`config.mk`:
```
export PLATFORM = sky130hd
export DESIGN_NAME = flush_sync_init_sequencer
export DESIGN_NICKNAME = d
export VERILOG_FILES = /design/src/flush_sync_init_sequencer.v
export VERILOG_INCLUDE_DIRS = /design/src /design/src/shared
export SDC_FILE = /design/constraint.sdc
export NUM_CORES = 1
export LEC_CHECK = 0
export BUFFER_PORTS_ARGS = -buffer_cell sky130_fd_sc_hd__buf_2
export CAP_MARGIN = 20
export CELL_PAD_IN_SITES_DETAIL_PLACEMENT = 1
export CELL_PAD_IN_SITES_GLOBAL_PLACEMENT = 2
export CORE_ASPECT_RATIO = 1.2
export CORE_UTILIZATION = 28
export CTS_CLUSTER_SIZE = 40
export DETAILED_ROUTE_END_ITERATION = 10
export PLACE_DENSITY = 0.92
export SYNTH_ARGS = -nofsm -noshare
export SYNTH_HDL_FRONTEND = slang
export SYNTH_SLANG_ARGS = --single-unit
```
`constraint.sdc`:
```
create_clock -name clk -period 2.7 [get_ports clk]
set_clock_uncertainty 0.15 [all_clocks]
set_input_delay 0.135 -clock clk [delete_from_list [all_inputs] [get_ports clk]]
set_output_delay 0.135 -clock clk [all_outputs]
set_load 0.005 [all_outputs]
```
`src/shared/fsi_seq_regs.vh`:
```
// offsets, fields, reset values, operation codes and bus encodings of the maintenance sequencer
`ifndef FSI_SEQ_REGS_VH
`define FSI_SEQ_REGS_VH

// register byte offsets
`define FSI_CTRL_OFS      8'h00
`define FSI_STATUS_OFS    8'h04
// control register: index of the last cache line walked
`define FSI_CTRL_RESET    8'hFF
// status register fields
`define FSI_ST_ACTIVE     0
`define FSI_ST_OP_LO      1
`define FSI_ST_OP_HI      2
`define FSI_ST_BIST_MODE  3
`define FSI_ST_FLOAT_MODE 4
`define FSI_ST_BIST_FAIL  5
`define FSI_ST_INIT_DONE  6
// operation codes
`define FSI_OP_NONE       2'h0
`define FSI_OP_INIT       2'h1
`define FSI_OP_FLUSH      2'h2
`define FSI_OP_SYNC       2'h3
// lookup wait cycles per line before its invalidate
`define FSI_LOOK_CYCLES   1'h1
// bus encodings
`define FSI_HTRANS_NONSEQ 2'h2
`define FSI_HTRANS_SEQ    2'h3

`endif

```
`src/flush_sync_init_sequencer.v`:
```
// flush, sync and initialization sequencer with an AHB-Lite register slave
// Operation
// - in-progress output goes active once the bus is idle after flush is recognized, off after last line
// - modified last line keeps in-progress active until its writeback ready
// - during flush only flush writebacks issue strobes
// - flush request ignored while initialization or flush is active
// - only one maintenance operation runs at a time
// - priority is initialization, then flush, then sync
// - higher priority request aborts a running lower one
// - lower priority request is dropped while higher one runs
// - own request ignored once flush or sync has started
// - in-progress stays active across a preemption
// - in-progress asserts only when the operation really executes
// - self-test error result shown on cache hold output
// - float strap 1 with self-test strap 0 runs self-test
// - both straps 0 float all pins until next reset; here only maintOpActive_n, cacheHoldOut and cacheAddrStrobe_n are floated
// - self-test strap 1 gives normal initialization
// - float strap sampled only at reset, ignored afterwards; here floatSelect_n still gates membusAddrLatchEn after initialization
// - after initialization the float pin acts as address latch enable
// - flush invalidates all lines and writes modified ones back
// - flush waits until outstanding bus cycles complete
//
// Added by the designer: register access over AHB-Lite and the register addresses.
`timescale 1ns/1ps
`default_nettype none
`include "fsi_seq_regs.vh"

module flush_sync_init_sequencer (
    input  wire        clk,
    input  wire        rst_b,
    input  wire        flushReq_n,
    input  wire        syncReq_n,
    input  wire        floatSelect_n,
    input  wire        selftestSelect_n,
    input  wire        busIdle,
    input  wire        lineModified,
    input  wire        cacheReady_n,
    input  wire        normAddrStrobe,
    input  wire        syncDone,
    input  wire        bistDone,
    input  wire        bistFail,
    input  wire        hsel,
    input  wire [31:0] haddr,
    input  wire [1:0]  htrans,
    input  wire        hwrite,
    input  wire [2:0]  hsize,
    input  wire [31:0] hwdata,
    input  wire        hready,
    output reg         hreadyout,
    output reg  [31:0] hrdata,
    output reg         hresp,
    output reg         maintOpActive_n,
    output reg         maintOpActiveOe,
    output reg         cacheHoldOut,
    output reg         cacheHoldOe,
    output reg         cacheAddrStrobe_n,
    output reg         cacheAddrStrobeOe,
    output reg         membusAddrLatchEn,
    output reg  [7:0]  lineIndex,
    output reg         lineInvalidate,
    output reg         bistRun,
    output reg         syncRun
);

// ----------------------------------------------------------------
// states
// ----------------------------------------------------------------
localparam [2:0] ST_IDLE  = 3'h0;
localparam [2:0] ST_BIST  = 3'h1;
localparam [2:0] ST_DRAIN = 3'h2;
localparam [2:0] ST_LOOK  = 3'h3;
localparam [2:0] ST_WB    = 3'h4;
localparam [2:0] ST_WAIT  = 3'h5;
localparam [2:0] ST_SYNC  = 3'h6;
localparam [2:0] ST_START = 3'h7;

reg [2:0] state;
reg [1:0] opKind;
reg [7:0] lastLine;
reg       lookCnt;
reg       strapTaken;
reg       bistMode;
reg       floatMode;
reg       bistErr;
reg       initDone;
reg       flushPend;
reg       syncPend;

// ----------------------------------------------------------------
// request synchronizers
// ----------------------------------------------------------------
reg [2:0] flushSync;
reg [2:0] syncSync;

always @(posedge clk or negedge rst_b) begin
    if (!rst_b) begin
        flushSync <= 3'h7;
        syncSync  <= 3'h7;
    end else begin
        flushSync <= {flushSync[1:0], flushReq_n};
        syncSync  <= {syncSync[1:0], syncReq_n};
    end
end

// falling edges only, so a request still held low after its own
// operation ends does not start it again
wire flushEdge = !flushSync[1] && flushSync[2];
wire syncEdge  = !syncSync[1] && syncSync[2];

wire lastDone  = (lineIndex == lastLine);
wire walkIsFl  = (opKind == `FSI_OP_FLUSH);

// ----------------------------------------------------------------
// sequencer
// ----------------------------------------------------------------
always @(posedge clk or negedge rst_b) begin
    if (!rst_b) begin
        state          <= ST_START;
        opKind         <= `FSI_OP_INIT;
        lookCnt        <= 1'b0;
        strapTaken     <= 1'b0;
        bistMode       <= 1'b0;
        floatMode      <= 1'b0;
        bistErr        <= 1'b0;
        initDone       <= 1'b0;
        flushPend      <= 1'b0;
        syncPend       <= 1'b0;
        lineIndex      <= 8'h00;
        lineInvalidate <= 1'b0;
        bistRun        <= 1'b0;
        syncRun        <= 1'b0;
        maintOpActive_n   <= 1'b1;
        cacheAddrStrobe_n <= 1'b1;
        cacheHoldOut      <= 1'b0;
    end else begin
        lineInvalidate    <= 1'b0;
        cacheAddrStrobe_n <= 1'b1;
        if (flushEdge && opKind != `FSI_OP_INIT &&
            opKind != `FSI_OP_FLUSH)
            flushPend <= 1'b1;
        if (syncEdge && opKind == `FSI_OP_NONE)
            syncPend <= 1'b1;
        case (state)
        ST_START: begin
            // straps caught on the first edge after release
            // self-test strap
            strapTaken <= 1'b1;
            bistMode   <= floatSelect_n && !selftestSelect_n;
            floatMode  <= !floatSelect_n && !selftestSelect_n;
            maintOpActive_n <= 1'b0;
            lineIndex  <= 8'h00;
            lookCnt    <= 1'b0;
            if (floatSelect_n && !selftestSelect_n) begin
                state   <= ST_BIST;
                bistRun <= 1'b1;
            end else begin
                state   <= ST_LOOK;
            end
        end
        ST_BIST: begin
            if (bistDone) begin
                bistErr      <= bistFail;
                cacheHoldOut <= bistFail;
                bistRun      <= 1'b0;
                state        <= ST_LOOK;
            end
        end
        ST_IDLE: begin
            cacheHoldOut <= bistErr && !initDone;
            if (flushPend) begin
                flushPend <= 1'b0;
                syncPend  <= 1'b0;
                opKind    <= `FSI_OP_FLUSH;
                state     <= ST_DRAIN;
            end else if (syncPend) begin
                syncPend        <= 1'b0;
                opKind          <= `FSI_OP_SYNC;
                syncRun         <= 1'b1;
                maintOpActive_n <= 1'b0;
                state           <= ST_SYNC;
            end
        end
        ST_SYNC: begin
            if (flushPend) begin
                flushPend <= 1'b0;
                syncRun   <= 1'b0;
                opKind    <= `FSI_OP_FLUSH;
                state     <= ST_DRAIN;
            end else if (syncDone) begin
                syncRun         <= 1'b0;
                opKind          <= `FSI_OP_NONE;
                maintOpActive_n <= 1'b1;
                state           <= ST_IDLE;
            end
        end
        ST_DRAIN: begin
            if (busIdle) begin
                maintOpActive_n <= 1'b0;
                cacheHoldOut    <= 1'b1;
                lineIndex       <= 8'h00;
                lookCnt         <= 1'b0;
                state           <= ST_LOOK;
            end
        end
        ST_LOOK: begin
            if (lookCnt != `FSI_LOOK_CYCLES) begin
                lookCnt <= lookCnt + 1'b1;
            end else begin
                lookCnt        <= 1'b0;
                lineInvalidate <= 1'b1;
                if (walkIsFl && lineModified) begin
                    state <= ST_WB;
                end else if (lastDone) begin
                    state <= ST_IDLE;
                end else begin
                    lineIndex <= lineIndex + 8'h01;
                end
            end
            if (state == ST_LOOK && lookCnt == `FSI_LOOK_CYCLES &&
                !(walkIsFl && lineModified) && lastDone) begin
                maintOpActive_n <= 1'b1;
                opKind          <= `FSI_OP_NONE;
                initDone        <= 1'b1;
                if (walkIsFl)
                    cacheHoldOut <= 1'b0;
            end
        end
        ST_WB: begin
            cacheAddrStrobe_n <= 1'b0;
            state             <= ST_WAIT;
        end
        ST_WAIT: begin
            if (!cacheReady_n) begin
                if (lastDone) begin
                    maintOpActive_n <= 1'b1;
                    opKind          <= `FSI_OP_NONE;
                    cacheHoldOut    <= 1'b0;
                    state           <= ST_IDLE;
                end else begin
                    lineIndex <= lineIndex + 8'h01;
                    state     <= ST_LOOK;
                end
            end
        end
        default: state <= ST_IDLE;
        endcase
        if (state == ST_IDLE && opKind == `FSI_OP_NONE &&
            normAddrStrobe && !flushPend && !syncPend)
            cacheAddrStrobe_n <= 1'b0;
    end
end

// ----------------------------------------------------------------
// pin function and drive enables
// ----------------------------------------------------------------
always @(posedge clk or negedge rst_b) begin
    if (!rst_b) begin
        membusAddrLatchEn <= 1'b0;
        maintOpActiveOe   <= 1'b0;
        cacheHoldOe       <= 1'b0;
        cacheAddrStrobeOe <= 1'b0;
    end else begin
        membusAddrLatchEn <= initDone && floatSelect_n;
        maintOpActiveOe   <= !floatMode && strapTaken;
        cacheHoldOe       <= !floatMode && strapTaken;
        cacheAddrStrobeOe <= !floatMode && strapTaken;
    end
end

// ----------------------------------------------------------------
// AHB-Lite slave, zero wait states
// ----------------------------------------------------------------
reg       wrPend;
reg [7:0] wrAddr;

wire addrValid = hsel && hready &&
                 (htrans == `FSI_HTRANS_NONSEQ ||
                  htrans == `FSI_HTRANS_SEQ);

function [31:0] readMux;
    input [7:0] ofs;
    begin
        if (ofs == `FSI_CTRL_OFS)
            readMux = {24'h000000, lastLine};
        else if (ofs == `FSI_STATUS_OFS)
            readMux = {25'h0000000, initDone, bistErr, floatMode,
                       bistMode, opKind, !maintOpActive_n};
        else
            readMux = 32'h00000000;
    end
endfunction

always @(posedge clk or negedge rst_b) begin
    if (!rst_b) begin
        hreadyout <= 1'b1;
        hresp     <= 1'b0;
        hrdata    <= 32'h00000000;
        wrPend    <= 1'b0;
        wrAddr    <= 8'h00;
        lastLine  <= `FSI_CTRL_RESET;
    end else begin
        hreadyout <= 1'b1;
        hresp     <= 1'b0;
        if (wrPend && wrAddr == `FSI_CTRL_OFS)
            lastLine <= hwdata[7:0];
        wrPend <= addrValid && hwrite;
        wrAddr <= haddr[7:0];
        if (addrValid && !hwrite)
            hrdata <= readMux(haddr[7:0]);
    end
end

endmodule // flush_sync_init_sequencer
`default_nettype wire

```
# Word level (Yosys, flattened, before mapping)
# Index checks and enable logic that the tools add are counted.
[totals]
in_bits = 85
reg_bits = 84
out_inout_bits = 52
elab_cells = 180
[op_classes]
reduce_logical = 57
n_mux = 66
n_addsub = 2
n_eq_ne = 30
[ops]
columns = ["cell", "n"]
rows = [
  ["8-bit 2-to-1 mux", 5],
  ["1-bit 2-to-1 mux", 32],
  ["32-bit 2-to-1 mux", 1],
  ["8-bit one-hot mux with 4 select lines", 1],
  ["3-bit 2-to-1 mux", 10],
  ["2-bit != test (second input constant)", 13],
  ["3-bit one-hot mux with 8 select lines", 1],
  ["1-bit logical AND", 23],
  ["2-bit 2-to-1 mux", 9],
  ["8-bit logical NOT", 2],
  ["7-bit AND reduction", 2],
  ["3-bit equality test (second input constant)", 4],
  ["1-bit logical NOT", 11],
  ["3-bit != test (second input constant)", 3],
  ["9-bit AND reduction", 1],
  ["8-bit by 1-bit adder with 8-bit output (second input constant)", 1],
  ["8-bit by 3-bit equality test with 1-bit output (second input constant)", 1],
  ["8-bit equality test", 1],
  ["2-bit one-hot mux with 4 select lines", 1],
  ["4-bit nonzero test", 2],
  ["7-bit 2-to-1 mux", 1],
  ["2-bit equality test (second input constant)", 3],
  ["3-bit by 2-bit equality test with 1-bit output (second input constant)", 2],
  ["1-bit one-hot mux with 6 select lines", 1],
  ["other kinds (19)", 24],
]

# Logic depth before layout (Yosys ltp)
# Gate-level depths: netlist of the first run.
[logic_depth]
depth_word = 7
depth_mapped = 8
ltp_nobuf = 6

# Least setup slack after synthesis of the first run
# OpenSTA, ideal clock, no wires.
[synth_timing]
kind = "register to register"
startpoint = "register lastLine[5]"
endpoint = "register opKind[1]"
stages_incl_launch_ff = 6
setup_slack_ns = 0.617
setup_ns = 0.125
path_buffers = 0
period_less_slack_ns = 2.083
t_arrival_ns = 1.808
required_ns = 2.425
cell_sequence = "dfstp_2 > xor2_1 > nor4_4 > nand4_2 > a221oi_2 > mux2_2"
[synth_between]
elab_chain_cells = 4
word_cells_on_any_way = 5
cone_classes = "eq/ne: 3; reduce/logical: 2"
[synth_lines]
columns = ["item", "line_no", "text"]
rows = [
  ["start, declared", "flush_sync_init_sequencer.v:79", "reg [7:0] lastLine;"],
  ["start signal, assigned", "flush_sync_init_sequencer.v:300", "lastLine <= `FSI_CTRL_RESET;"],
  ["start signal, assigned", "flush_sync_init_sequencer.v:305", "lastLine <= hwdata[7:0];"],
  ["8-bit equality test *", "flush_sync_init_sequencer.v:110", "wire lastDone = (lineIndex == lastLine);"],
  ["1-bit logical AND", "flush_sync_init_sequencer.v:219", "if (state == ST_LOOK && lookCnt == `FSI_LOOK_CYCLES &&"],
  ["2-bit by 1-bit != test with 1-bit output (no source line)", "--", ""],
  ["6-bit AND reduction (no source line) *", "--", ""],
  ["end signal, assigned", "flush_sync_init_sequencer.v:119", "opKind <= `FSI_OP_INIT;"],
  ["end signal, assigned", "flush_sync_init_sequencer.v:222", "opKind <= `FSI_OP_NONE;"],
  ["end signal, assigned", "flush_sync_init_sequencer.v:236", "opKind <= `FSI_OP_NONE;"],
  ["end, declared", "flush_sync_init_sequencer.v:78", "reg [1:0] opKind;"],
]
# Every way passes the cells marked *; elsewhere a longest branch is shown, timed or not.
# A chain may end at the register's enable or synchronous reset.

# Worst setup path after layout of the first run
# Ends and elaborated chain as after synthesis.

==> summary.txt, run 1 <==
Finish
  • Area grow syn2layout: 28.26%
  • Final instance area: 0.004031 mm^2
  • Layout cell share with drive strength beyond 1: 30.15%
  • N_diodes: 0
  • Post-layout net count: about 480

Logic synthesis
  • Top post-synthesis cells by area: dfrtp_1 (32%), dfstp_2 (17%), buf_4 (6.9%)
  • Cell count after synthesis: 306
  • Register bit total from synthesis: 60
  • Cell variety after synth: 54
  • Post-synth EDFFs: 0
  • Cell with the most instances after synthesis: dfrtp_1
  • Post-synth top cells: dfrtp_1 (40), o21ai_0 (36), nand2_1 (31)
  • YS warnings: 0
  • Fraction of registers with async set/reset: 100.0%
  • Synthesized area per cell: around 10 um^2
  • Register area share after synthesis: 48.57%
  • Area of the mapped netlist: 0.003143 mm^2
  • Top cell type's share of synthesized area: 31.85%
  • Synth Flop Type: dfrtp_1
  • Cell taking the most area after synthesis: dfrtp_1

Global routing
  • Vias in the first global route: 2,653
  • Global route overflow: 0
  • First-pass GRT wire length: 14.15 mm
  • Largest net degree at the start of global routing: 32
  • Initial antenna violation count: 0
  • Total track usage: 15.90%

Pwr
  • Switching power summed over all nets: 1.159 mW
  • P_int: 2.189 mW
  • Static Leak: approximately 1.8 nW
  • Power per standard cell area: 830.6 mW/mm^2
  • Seq pwr share: approximately 40%
  • Sw frac: around a third
  • Clock power frac: 32.6%
  • Power share of the combinational group: 28.1%
  • Worst IR Drop VDD: 0.2807 mV

Setup path
  • Worst Path Arrival: 2.44 ns
  • Worst R2R Path Depth: 5
  • CP startpoint kind: flip-flop
  • Flop2flop setup slack: around 0.32 ns
  • RR Startpoint: lastLine[5]$_DFFE_PN1P_
  • RR Endpoint: opKind[1]$_DFFE_PN0P_
  • Worst path required time: 2.76 ns
  • Kind of critical path: reg -> reg
  • Crit path max fanout: 4
  • Kind of end point of the critical path: flip-flop

Flow run
  • MaxCap Viol Count: 0

CTS
  • # clock sinks: 60
  • Clk_lat worst skew: between 0.3 and 0.4 ns
  • CTS clk-pin slew, worst paths: 0.06 ns
  • H-tree levels: 3
  • Clock Tree Buf Depth: 2
  • CTS tree: built
  • TritonCTS Buffers: 9
  • CTS Root Cell: clkbuf_16
  • Post-CTS setup buffer count: 0

Die
  • Area of the core: 0.01098 mm^2
  • Number of top-level pins: 137
  • Die area: 0.01165 mm^2
  • Rows: 42
  • Die Width: 98.72 um
  • Initial Util: 28.62%
  • Die span in y: 118.1 um

Timing
  • Final setup vio count: 0
  • Crit share post-route: 88.09%
  • Max Clk Rate: about 0.42 GHz
  • Sum Neg Setup Slack: 0 ns
  • Slew Viols, Final: 0
  • Unrepaired setup endpoints after global routing: false
  • Min Tclk post-route: 2.378 ns
  • Final Hold Fails: 0

Placement
  • Global placer's final weighted congestion: roughly 0.83
  • Post-DP Area: 0.003472 mm^2
  • PortBufs: 58
  • DP Wirelength: 5.979 mm

Routing
  • DR iter-0 viols: 140
  • Drt via density: 4.834
  • Total Wirelength: 8.758 mm
  • Wire per inst: about 17 um
  • Pre-antenna DRT Iters: 4
  • Remaining DRCs: 0
  • Via count: 2,562
  • Final ANT Viol Nets: 0

Status
  • Status: finished clean

Worst hold path
  • HP Class: in -> async
[critical path, stage by stage, from the launching register on]
cell and delay [ns]:
dfstp_2 0.57, xor2_1 0.11, nor4_4 0.42, nand4_2 0.23, a221oi_2 0.39, mux2_2 0.39
[per-stage QoR]
step	total power, mW	setup WS (ns)	hold slack [ns]	instances	utilization [%]
after global placement	2.192	0.3973	-0.1781	487	31.61
after CTS	3.378	0.2986	0.01235	530	36.71
after global routing	3.540	0.1904	0.01828	530	36.71
final	3.348	0.3215	0.01774	530	36.71
after floorplan	1.905	0.6174	-0.3106	330	-
after detailed placement	2.223	0.3138	-0.1718	487	31.61
[layout by cell type, fill, tap and decap left out, drive strengths merged, types with 3 or more instances in the layout]
cell | Yosys | routed
mux2 | 11 | 11
and3 | 3 | 3
clkbuf | 2 | 11
dlygate4sd3 | 0 | 27
dfrtp | 40 | 40
mux2i | 9 | 9
o21ai | 37 | 37
dfstp | 20 | 20
buf | 37 | 64
conb | 2 | 26
or3 | 3 | 3
nor4 | 6 | 6
o31ai | 3 | 3
nand3 | 6 | 6
nor2 | 11 | 11
a21oi | 10 | 10
nand2 | 31 | 31
nor3 | 5 | 5
nand2b | 4 | 4
o211ai | 4 | 4
nor2b | 9 | 9
inv | 4 | 4
xor2 | 11 | 11
nand3b | 3 | 3
clkinvlp | 0 | 3
[power by group through the flow]
| stage | clock network [mW] | logic, mW | registers (mW) |
|---|---|---|---|
| 2_1_floorplan | 0 | 0.695 | 1.21 |
| 3_3_place_gp | 0 | 0.871 | 1.32 |
| 3_5_place_dp | 0 | 0.893 | 1.33 |
| 4_1_cts | 1.12 | 0.944 | 1.32 |
| 5_1_grt | 1.15 | 1.04 | 1.35 |
| 6_report | 1.09 | 0.941 | 1.32 |
[what timing repair did]
item,in CTS,in global routing
resized for setup,0,0
hold buffers,27,0
endpoints found under the hold margin,65,0
[per-layer routing]
| metal | vias to the layer above | routed length [um] | global-route usage [%] |
|---|---|---|---|
| met5 | - | 0 | 0 |
| li1 | 1213 | - | - |
| met2 | 78 | 4606 | 28.96 |
| met1 | 1264 | 3635 | 17.74 |
| met3 | 7 | 433 | 4.751 |
| met4 | 0 | 82 | 4.478 |
[registers in the layout, summed over array words and instances, names as in the netlist, 2 cells and up]
| register | count |
|---|---|
| syncSync | 3 |
| opKind | 2 |
| flushSync | 3 |
| wrAddr | 8 |
| hrdata | 8 |
| lineIndex | 8 |
| state | 3 |
| lastLine | 8 |
[worst max-delay path by stage]
stage	start	slack, ns	endpoint	cells after the start
detailed placement	lastLine[5]$_DFFE_PN1P_	0.31	opKind[1]$_DFFE_PN0P_	5
CTS	lastLine[5]$_DFFE_PN1P_	0.30	opKind[1]$_DFFE_PN0P_	5
global placement	lastLine[5]$_DFFE_PN1P_	0.40	opKind[1]$_DFFE_PN0P_	5
global route	lastLine[5]$_DFFE_PN1P_	0.19	lineIndex[5]$_DFFE_PN0P_	6
finish	lastLine[5]$_DFFE_PN1P_	0.32	opKind[1]$_DFFE_PN0P_	5
floorplan	lastLine[5]$_DFFE_PN1P_	0.62	opKind[1]$_DFFE_PN0P_	5
[kinds of logic after synthesis]
| kind of cell | synth area share, % |
|---|---|
| adders and majority gates | 0.3980 |
| xor gates and xnor gates | 3.344 |
| buffers and inverters | 8.798 |
| muxes | 6.807 |
| other | 0.2389 |
| DFF | 48.57 |
| AOI/OAI and AO/OA | 15.13 |
| and+or+nand+nor | 16.72 |
[cell type report]
cell class | instances | area (um^2)
clock buffer | 11 | 252.7
clock inverter | 5 | 36.28
inverter | 4 | 15.01
sequential | 60 | 1526
tap | 132 | 165.2
timing repair buffer | 91 | 605.6
fill | 1242 | 6952
multi-input combinational | 227 | 1430
No activity file was read; power rests on OpenSTA's default activity.
==> run 2: changes to the inputs <==
--- a/config.mk
+++ b/config.mk
@@ -6,7 +6,7 @@
 export SDC_FILE = /design/constraint.sdc
 export NUM_CORES = 1
 export LEC_CHECK = 0
-export BUFFER_PORTS_ARGS = -buffer_cell sky130_fd_sc_hd__buf_2
+export BUFFER_PORTS_ARGS = -buffer_cell sky130_fd_sc_hd__buf_4
 export CAP_MARGIN = 20
 export CELL_PAD_IN_SITES_DETAIL_PLACEMENT = 1
 export CELL_PAD_IN_SITES_GLOBAL_PLACEMENT = 2
==> run 2 against run 1 <==
Against the previous run: first-iteration DRC count decreased by 15%; utilization increased by 1.3 points; design area up 3.5%; worst hold slack improved by 0.026 ns; count of clock-buffer cells in the layout fell by 2; wire length shrank 2.1%; die area did not move; setup slack better by 0.012 ns; critical path depth unchanged; clock power up 6%; non-clock buffer count down 2; largest cell class unchanged.
==> summary.txt, run 2 (synthesis results as in run 1) <==
Status
  • Status: finished clean

Global routing
  • Initial antenna violation count: 0
  • Most used routing layer: met2
  • Total track usage: between 15 and 20%
  • Global route overflow: 0
  • Largest net degree at the start of global routing: 61
  • Met3 Use GR: 3.741%
  • Vias in the first global route: 2,716
  • Routing usage on met1: 18.59%
  • First-pass GRT wire length: 14.21 mm
  • Global Route met2 Usage: between 20% and 30%

Die
  • Die Width: 98.72 um
  • Die span in y: about 120 um
  • Area of the core: 0.01098 mm^2
  • Initial Util: 28.62%
  • Die area: around 0.012 mm^2
  • Number of top-level pins: 137
  • Rows: 42

Finish
  • Commonest cells after routing, fill and taps aside: buf_4 (62), dfrtp_1 (40), o21ai_0 (36)
  • Post-layout net count: 477
  • Commonest non-fill, non-tap cell in the layout: buf_4
  • Fillcell total: approximately 1,200
  • Multi-input logic area: 0.001430 mm^2
  • Area grow syn2layout: 32.80%
  • Register area: 0.001526 mm^2
  • Finished Layout Cells: between 500 and 600
  • N_diodes: 0
  • Layout cell share with drive strength beyond 1: 29.80%

Pwr
  • Static Leak: between 1.5 and 2 nW
  • Worst IR Drop VDD: 0.2824 mV
  • Power per standard cell area: a little over 800 mW/mm^2

CTS
  • CTS clk-pin slew, worst paths: around 0.060 ns
  • TritonCTS Buffers: 9
  • Post-CTS setup buffer count: 0
  • # clock sinks: 60
  • H-tree levels: 3
  • CTS Root Cell: clkbuf_16
  • Clock Tree Buf Depth: 2
  • CTS tree: built
  • Clk_lat worst skew: 0.33 ns
  • Resized cells post-CTS: 0
  • Cts hold-fix bufs: 27

Timing
  • Final setup vio count: 0
  • Max_slew headroom: 47.69%
  • Max Clk Rate: around 0.42 GHz
  • Measured slew at the worst slew-check pin: 0.7847 ns
  • Final Hold Fails: 0
  • Min Tclk post-route: 2.366 ns
  • Unrepaired setup endpoints after global routing: false
  • Crit share post-route: 87.64%
  • Sum Neg Setup Slack: 0 ns
  • Final setup margin: 0.3336 ns
  • Slew Viols, Final: 0
  • Hold_ws: 0.04361 ns

Placement
  • # placed instances: 485
  • PortBufs: 58
  • Global placer's final weighted congestion: about 0.86
  • Setup slack after placement: 0.3872 ns
  • DP Wirelength: 5.942 mm

Routing
  • Pre-antenna DRT Iters: 4
  • Wire per inst: 16.23 um
  • Drt via density: 4.813
  • Final ANT Viol Nets: 0
  • Remaining DRCs: 0
  • Total Wirelength: 8.572 mm
  • DR iter-0 viols: 119
  • Via count: around 2,500

Setup path
  • Kind of end point of the critical path: flip-flop
  • CP startpoint kind: flip-flop
  • Worst path required time: 2.75 ns
  • Kind of critical path: reg -> reg
  • Worst Path Arrival: 2.42 ns
  • Crit path max fanout: 4

Flow run
  • MaxCap Viol Count: 0

Worst hold path
  • HP Class: in -> reg
## run 2: layout make-up
class | count | area share [%]
clock inverters | 7 | 1.829
multi-input cells | 227 | 34.26
clock buffers | 9 | 5.396
repair buffers | 89 | 17.63
well taps | 132 | 3.957
flip-flops and latches | 60 | 36.57
inverters | 4 | 0.3597
## run 2: critical path: stages (launching register included)
cell	delay (ns)
dfstp_2	0.57
xor2_1	0.10
nor4_4	0.40
nand4_2	0.22
a221oi_2	0.39
mux2_2	0.41
## run 2: worst paths after layout
| kind | start | slack (ns) | cells after the start | to |
|---|---|---|---|---|
| worst max register to register | lastLine[5]$_DFFE_PN1P_ | 0.33 | 5 | opKind[1]$_DFFE_PN0P_ |
| worst min register to register | syncSync[0]$_DFF_PN1_ | 0.20 | 0 | syncSync[1]$_DFF_PN1_ |
| min in group asynchronous | rst_b | 0.29 | 2 | wrAddr[3]$_DFF_PN0_ |
| max in group asynchronous | rst_b | 1.57 | 2 | syncPend$_DFF_PN0_ |
| worst max-delay path | lastLine[5]$_DFFE_PN1P_ | 0.33 | 5 | opKind[1]$_DFFE_PN0P_ |
| worst min-delay path | syncDone | 0.04 | 4 | syncRun$_DFFE_PN0P_ |
## run 2: per-stage QoR
step | power (mW) | utilization, % | area, um^2
after global routing | 3.670 | 38.00 | 4174
after floorplan | 1.905 | - | 3233
after global placement | 2.233 | 32.80 | 3602
final | 3.461 | 38.00 | 4174
after detailed placement | 2.274 | 32.80 | 3602
after CTS | 3.499 | 38.00 | 4174
## run 2: metal layers
metal / up-vias / routed length (um)
met4: 0 / 178
met2: 77 / 4406
met5: - / 0
met3: 11 / 375
li1: 1207 / -
met1: 1246 / 3611
## run 2: power by group
| group | internal (mW) | switching, mW | leakage (nW) | total [mW] |
|---|---|---|---|---|
| Clock | 0.718 | 0.434 | 0.142 | 1.15 |
| Sequential | 1.08 | 0.234 | 0.713 | 1.32 |
| Combinational | 0.475 | 0.516 | 1.01 | 0.991 |
==> run 3: changes to the inputs <==
--- a/config.mk
+++ b/config.mk
@@ -7,10 +7,9 @@
 export NUM_CORES = 1
 export LEC_CHECK = 0
 export BUFFER_PORTS_ARGS = -buffer_cell sky130_fd_sc_hd__buf_4
-export CAP_MARGIN = 20
+export CAP_MARGIN = 10
 export CELL_PAD_IN_SITES_DETAIL_PLACEMENT = 1
 export CELL_PAD_IN_SITES_GLOBAL_PLACEMENT = 2
-export CORE_ASPECT_RATIO = 1.2
 export CORE_UTILIZATION = 28
 export CTS_CLUSTER_SIZE = 40
 export DETAILED_ROUTE_END_ITERATION = 10
==> run 3 against run 2 <==
Against the previous run: critical path depth increased by 1; power decreased by 6.9%; highest routed layer unchanged; design area decreased by 1.9%; clock power decreased by 20%; sequential power about the same; setup slack improved by 0.012 ns; first-iteration DRC count decreased by 29%; worst hold slack got worse by 0.0088 ns; register-to-register slack about the same; count of clock-buffer cells in the layout unchanged; non-clock buffer count decreased by 1; wire length about the same.
==> summary.txt, run 3 (synthesis results as in run 1) <==
Status
  • Status: finished clean

Setup path
  • Worst Path Arrival: 2.49 ns
  • Crit path max fanout: 23
  • Kind of critical path: reg -> reg
  • Crit-path max cell delay: 0.78 ns
  • RR Startpoint: state[1]$_DFFE_PN1P_
  • Worst R2R Path Depth: 6
  • Worst Setup SP: state[1]$_DFFE_PN1P_
  • CP startpoint kind: flip-flop
  • Family with the most delay on the worst path: compound AO/OA/AOI/OAI gates
  • Crit path depth: 6
  • Kind of end point of the critical path: flip-flop
  • Worst path slowest cell: dfstp_2
  • Worst Setup EP: state[0]$_DFFE_PN1P_
  • Worst path required time: about 2.8 ns
  • RR Endpoint: state[0]$_DFFE_PN1P_
  • Buf/Inv on CP: 0
  • Crit path cell chain: nor2b_1 > mux2i_1 > o211ai_1 > nor4_1 > o21ai_0 > o311a_1
  • Flop2flop setup slack: 0.35 ns

Global routing
  • Initial antenna violation count: 0
  • Global route overflow: 0
  • Total track usage: 15.71%
  • Largest net degree at the start of global routing: 61
  • First-pass GRT wire length: 13.91 mm
  • Vias in the first global route: around 2,700

Finish
  • Commonest non-fill, non-tap cell in the layout: buf_4
  • N_diodes: 0
  • Area grow syn2layout: 30.29%
  • Register area: about 0.0015 mm^2
  • Post-layout net count: 476
  • Layout cell share with drive strength beyond 1: between 20% and 30%
  • Commonest cells after routing, fill and taps aside: buf_4 (62), dfrtp_1 (40), o21ai_0 (36)
  • Fillcell total: 1,239
  • Multi-input logic area: 0.001430 mm^2

CTS
  • CTS tree: built
  • H-tree levels: 3
  • Clk_lat worst skew: 0.35 ns
  • CTS Root Cell: clkbuf_8
  • Post-CTS setup buffer count: 0
  • Resized cells post-CTS: 0
  • CTS clk-pin slew, worst paths: 0.07 ns
  • # clock sinks: 60
  • Clock Tree Buf Depth: 2
  • TritonCTS Buffers: 9

Timing
  • Sum Neg Setup Slack: 0 ns
  • Final setup vio count: 0
  • Measured slew at the worst slew-check pin: 0.7703 ns
  • Min Tclk post-route: 2.355 ns
  • Slew Viols, Final: 0
  • Unrepaired setup endpoints after global routing: false
  • Max_slew headroom: roughly half
  • Max Clk Rate: 0.4247 GHz
  • Hold_ws: 0.03476 ns
  • Crit share post-route: 87.22%
  • Final Hold Fails: 0

Die
  • Die span in y: 108.0 um
  • Initial Util: 28.87%
  • Rows: 38
  • Die Width: 108.0 um
  • Area of the core: roughly 0.011 mm^2
  • Number of top-level pins: 137
  • Die area: 0.01165 mm^2

Flow run
  • MaxCap Viol Count: 0

Placement
  • PortBufs: 58
  • DP Wirelength: 6.037 mm
  • Global placer's final weighted congestion: 0.8522

Routing
  • Wire per inst: 16.02 um
  • Via count: 2,542
  • Total Wirelength: 8.573 mm
  • Pre-antenna DRT Iters: 4
  • Drt via density: 4.751
  • Final ANT Viol Nets: 0
  • DR iter-0 viols: 84
  • Remaining DRCs: 0

Worst hold path
  • Hold Path Cell Cnt: 4
  • HP Class: in -> reg

Pwr
  • Power per standard cell area: approximately 790 mW/mm^2
  • Static Leak: 1.829 nW
  • Worst IR Drop VDD: 0.2506 mV
-- run 3: how the worst min path moves through the flow --
stage / start / to
4_1_cts: syncDone / syncRun$_DFFE_PN0P_
3_3_place_gp: syncReq_n / syncSync[0]$_DFF_PN1_
5_1_grt: syncDone / syncRun$_DFFE_PN0P_
2_1_floorplan: rst_b / bistErr$_DFFE_PN0P_
6_report: normAddrStrobe / cacheAddrStrobe_n$_DFF_PN1_
3_5_place_dp: flushReq_n / flushSync[0]$_DFF_PN1_
-- run 3: per-layer routing --
metal  routed length [um]  track usage [%]  vias to the layer above
li1                     -                -                     1203
met1                 3824            19.69                     1266
met3                  430            4.461                        6
met2                 4259            26.66                       67
met4                   59            3.523                        0
met5                    0                0                        -
-- run 3: report_power, final --
part           switching [mW]  internal, mW  leakage [nW]  total, mW
combinational           0.511         0.475          1.01      0.986
sequential              0.231          1.08         0.713       1.31
clock                   0.396         0.526         0.110      0.922
total                    1.14          2.08          1.83       3.22
-- run 3: layout make-up --
type                       instances  share of cell area [%]
multi-input combinational        227                   34.92
clock buffer                       9                   3.025
timing repair buffer              88                   17.72
clock inverter                     7                   2.414
inverter                           4                  0.3666
sequential                        60                   37.27
tap                              140                   4.277
-- run 3: worst register-to-register path, cell delays in order, from the launching register on --
cell and delay, ns:
dfstp_2 0.78, nor2b_1 0.36, mux2i_1 0.12, o211ai_1 0.44, nor4_1 0.08, o21ai_0 0.19
o311a_1 0.19
-- run 3: per-stage QoR --
| stage | instances | power [mW] | setup WS (ns) | utilization [%] | cell area [um^2] |
|---|---|---|---|---|---|
| global placement | 493 | 2.236 | 0.3875 | 33.18 | 3612 |
| CTS | 535 | 3.254 | 0.3466 | 37.61 | 4095 |
| floorplan | 330 | 1.905 | 0.6174 | - | 3233 |
| finish | 535 | 3.221 | 0.3452 | 37.61 | 4095 |
| global route | 535 | 3.433 | 0.1560 | 37.61 | 4095 |
| detailed placement | 493 | 2.278 | 0.3736 | 33.18 | 3612 |
-- run 3: repair_timing --
item                                    4_1_cts  5_1_grt
hold buffers                                 26        0
hold endpoints to repair                     64        0
endpoints found under the setup margin        0        0
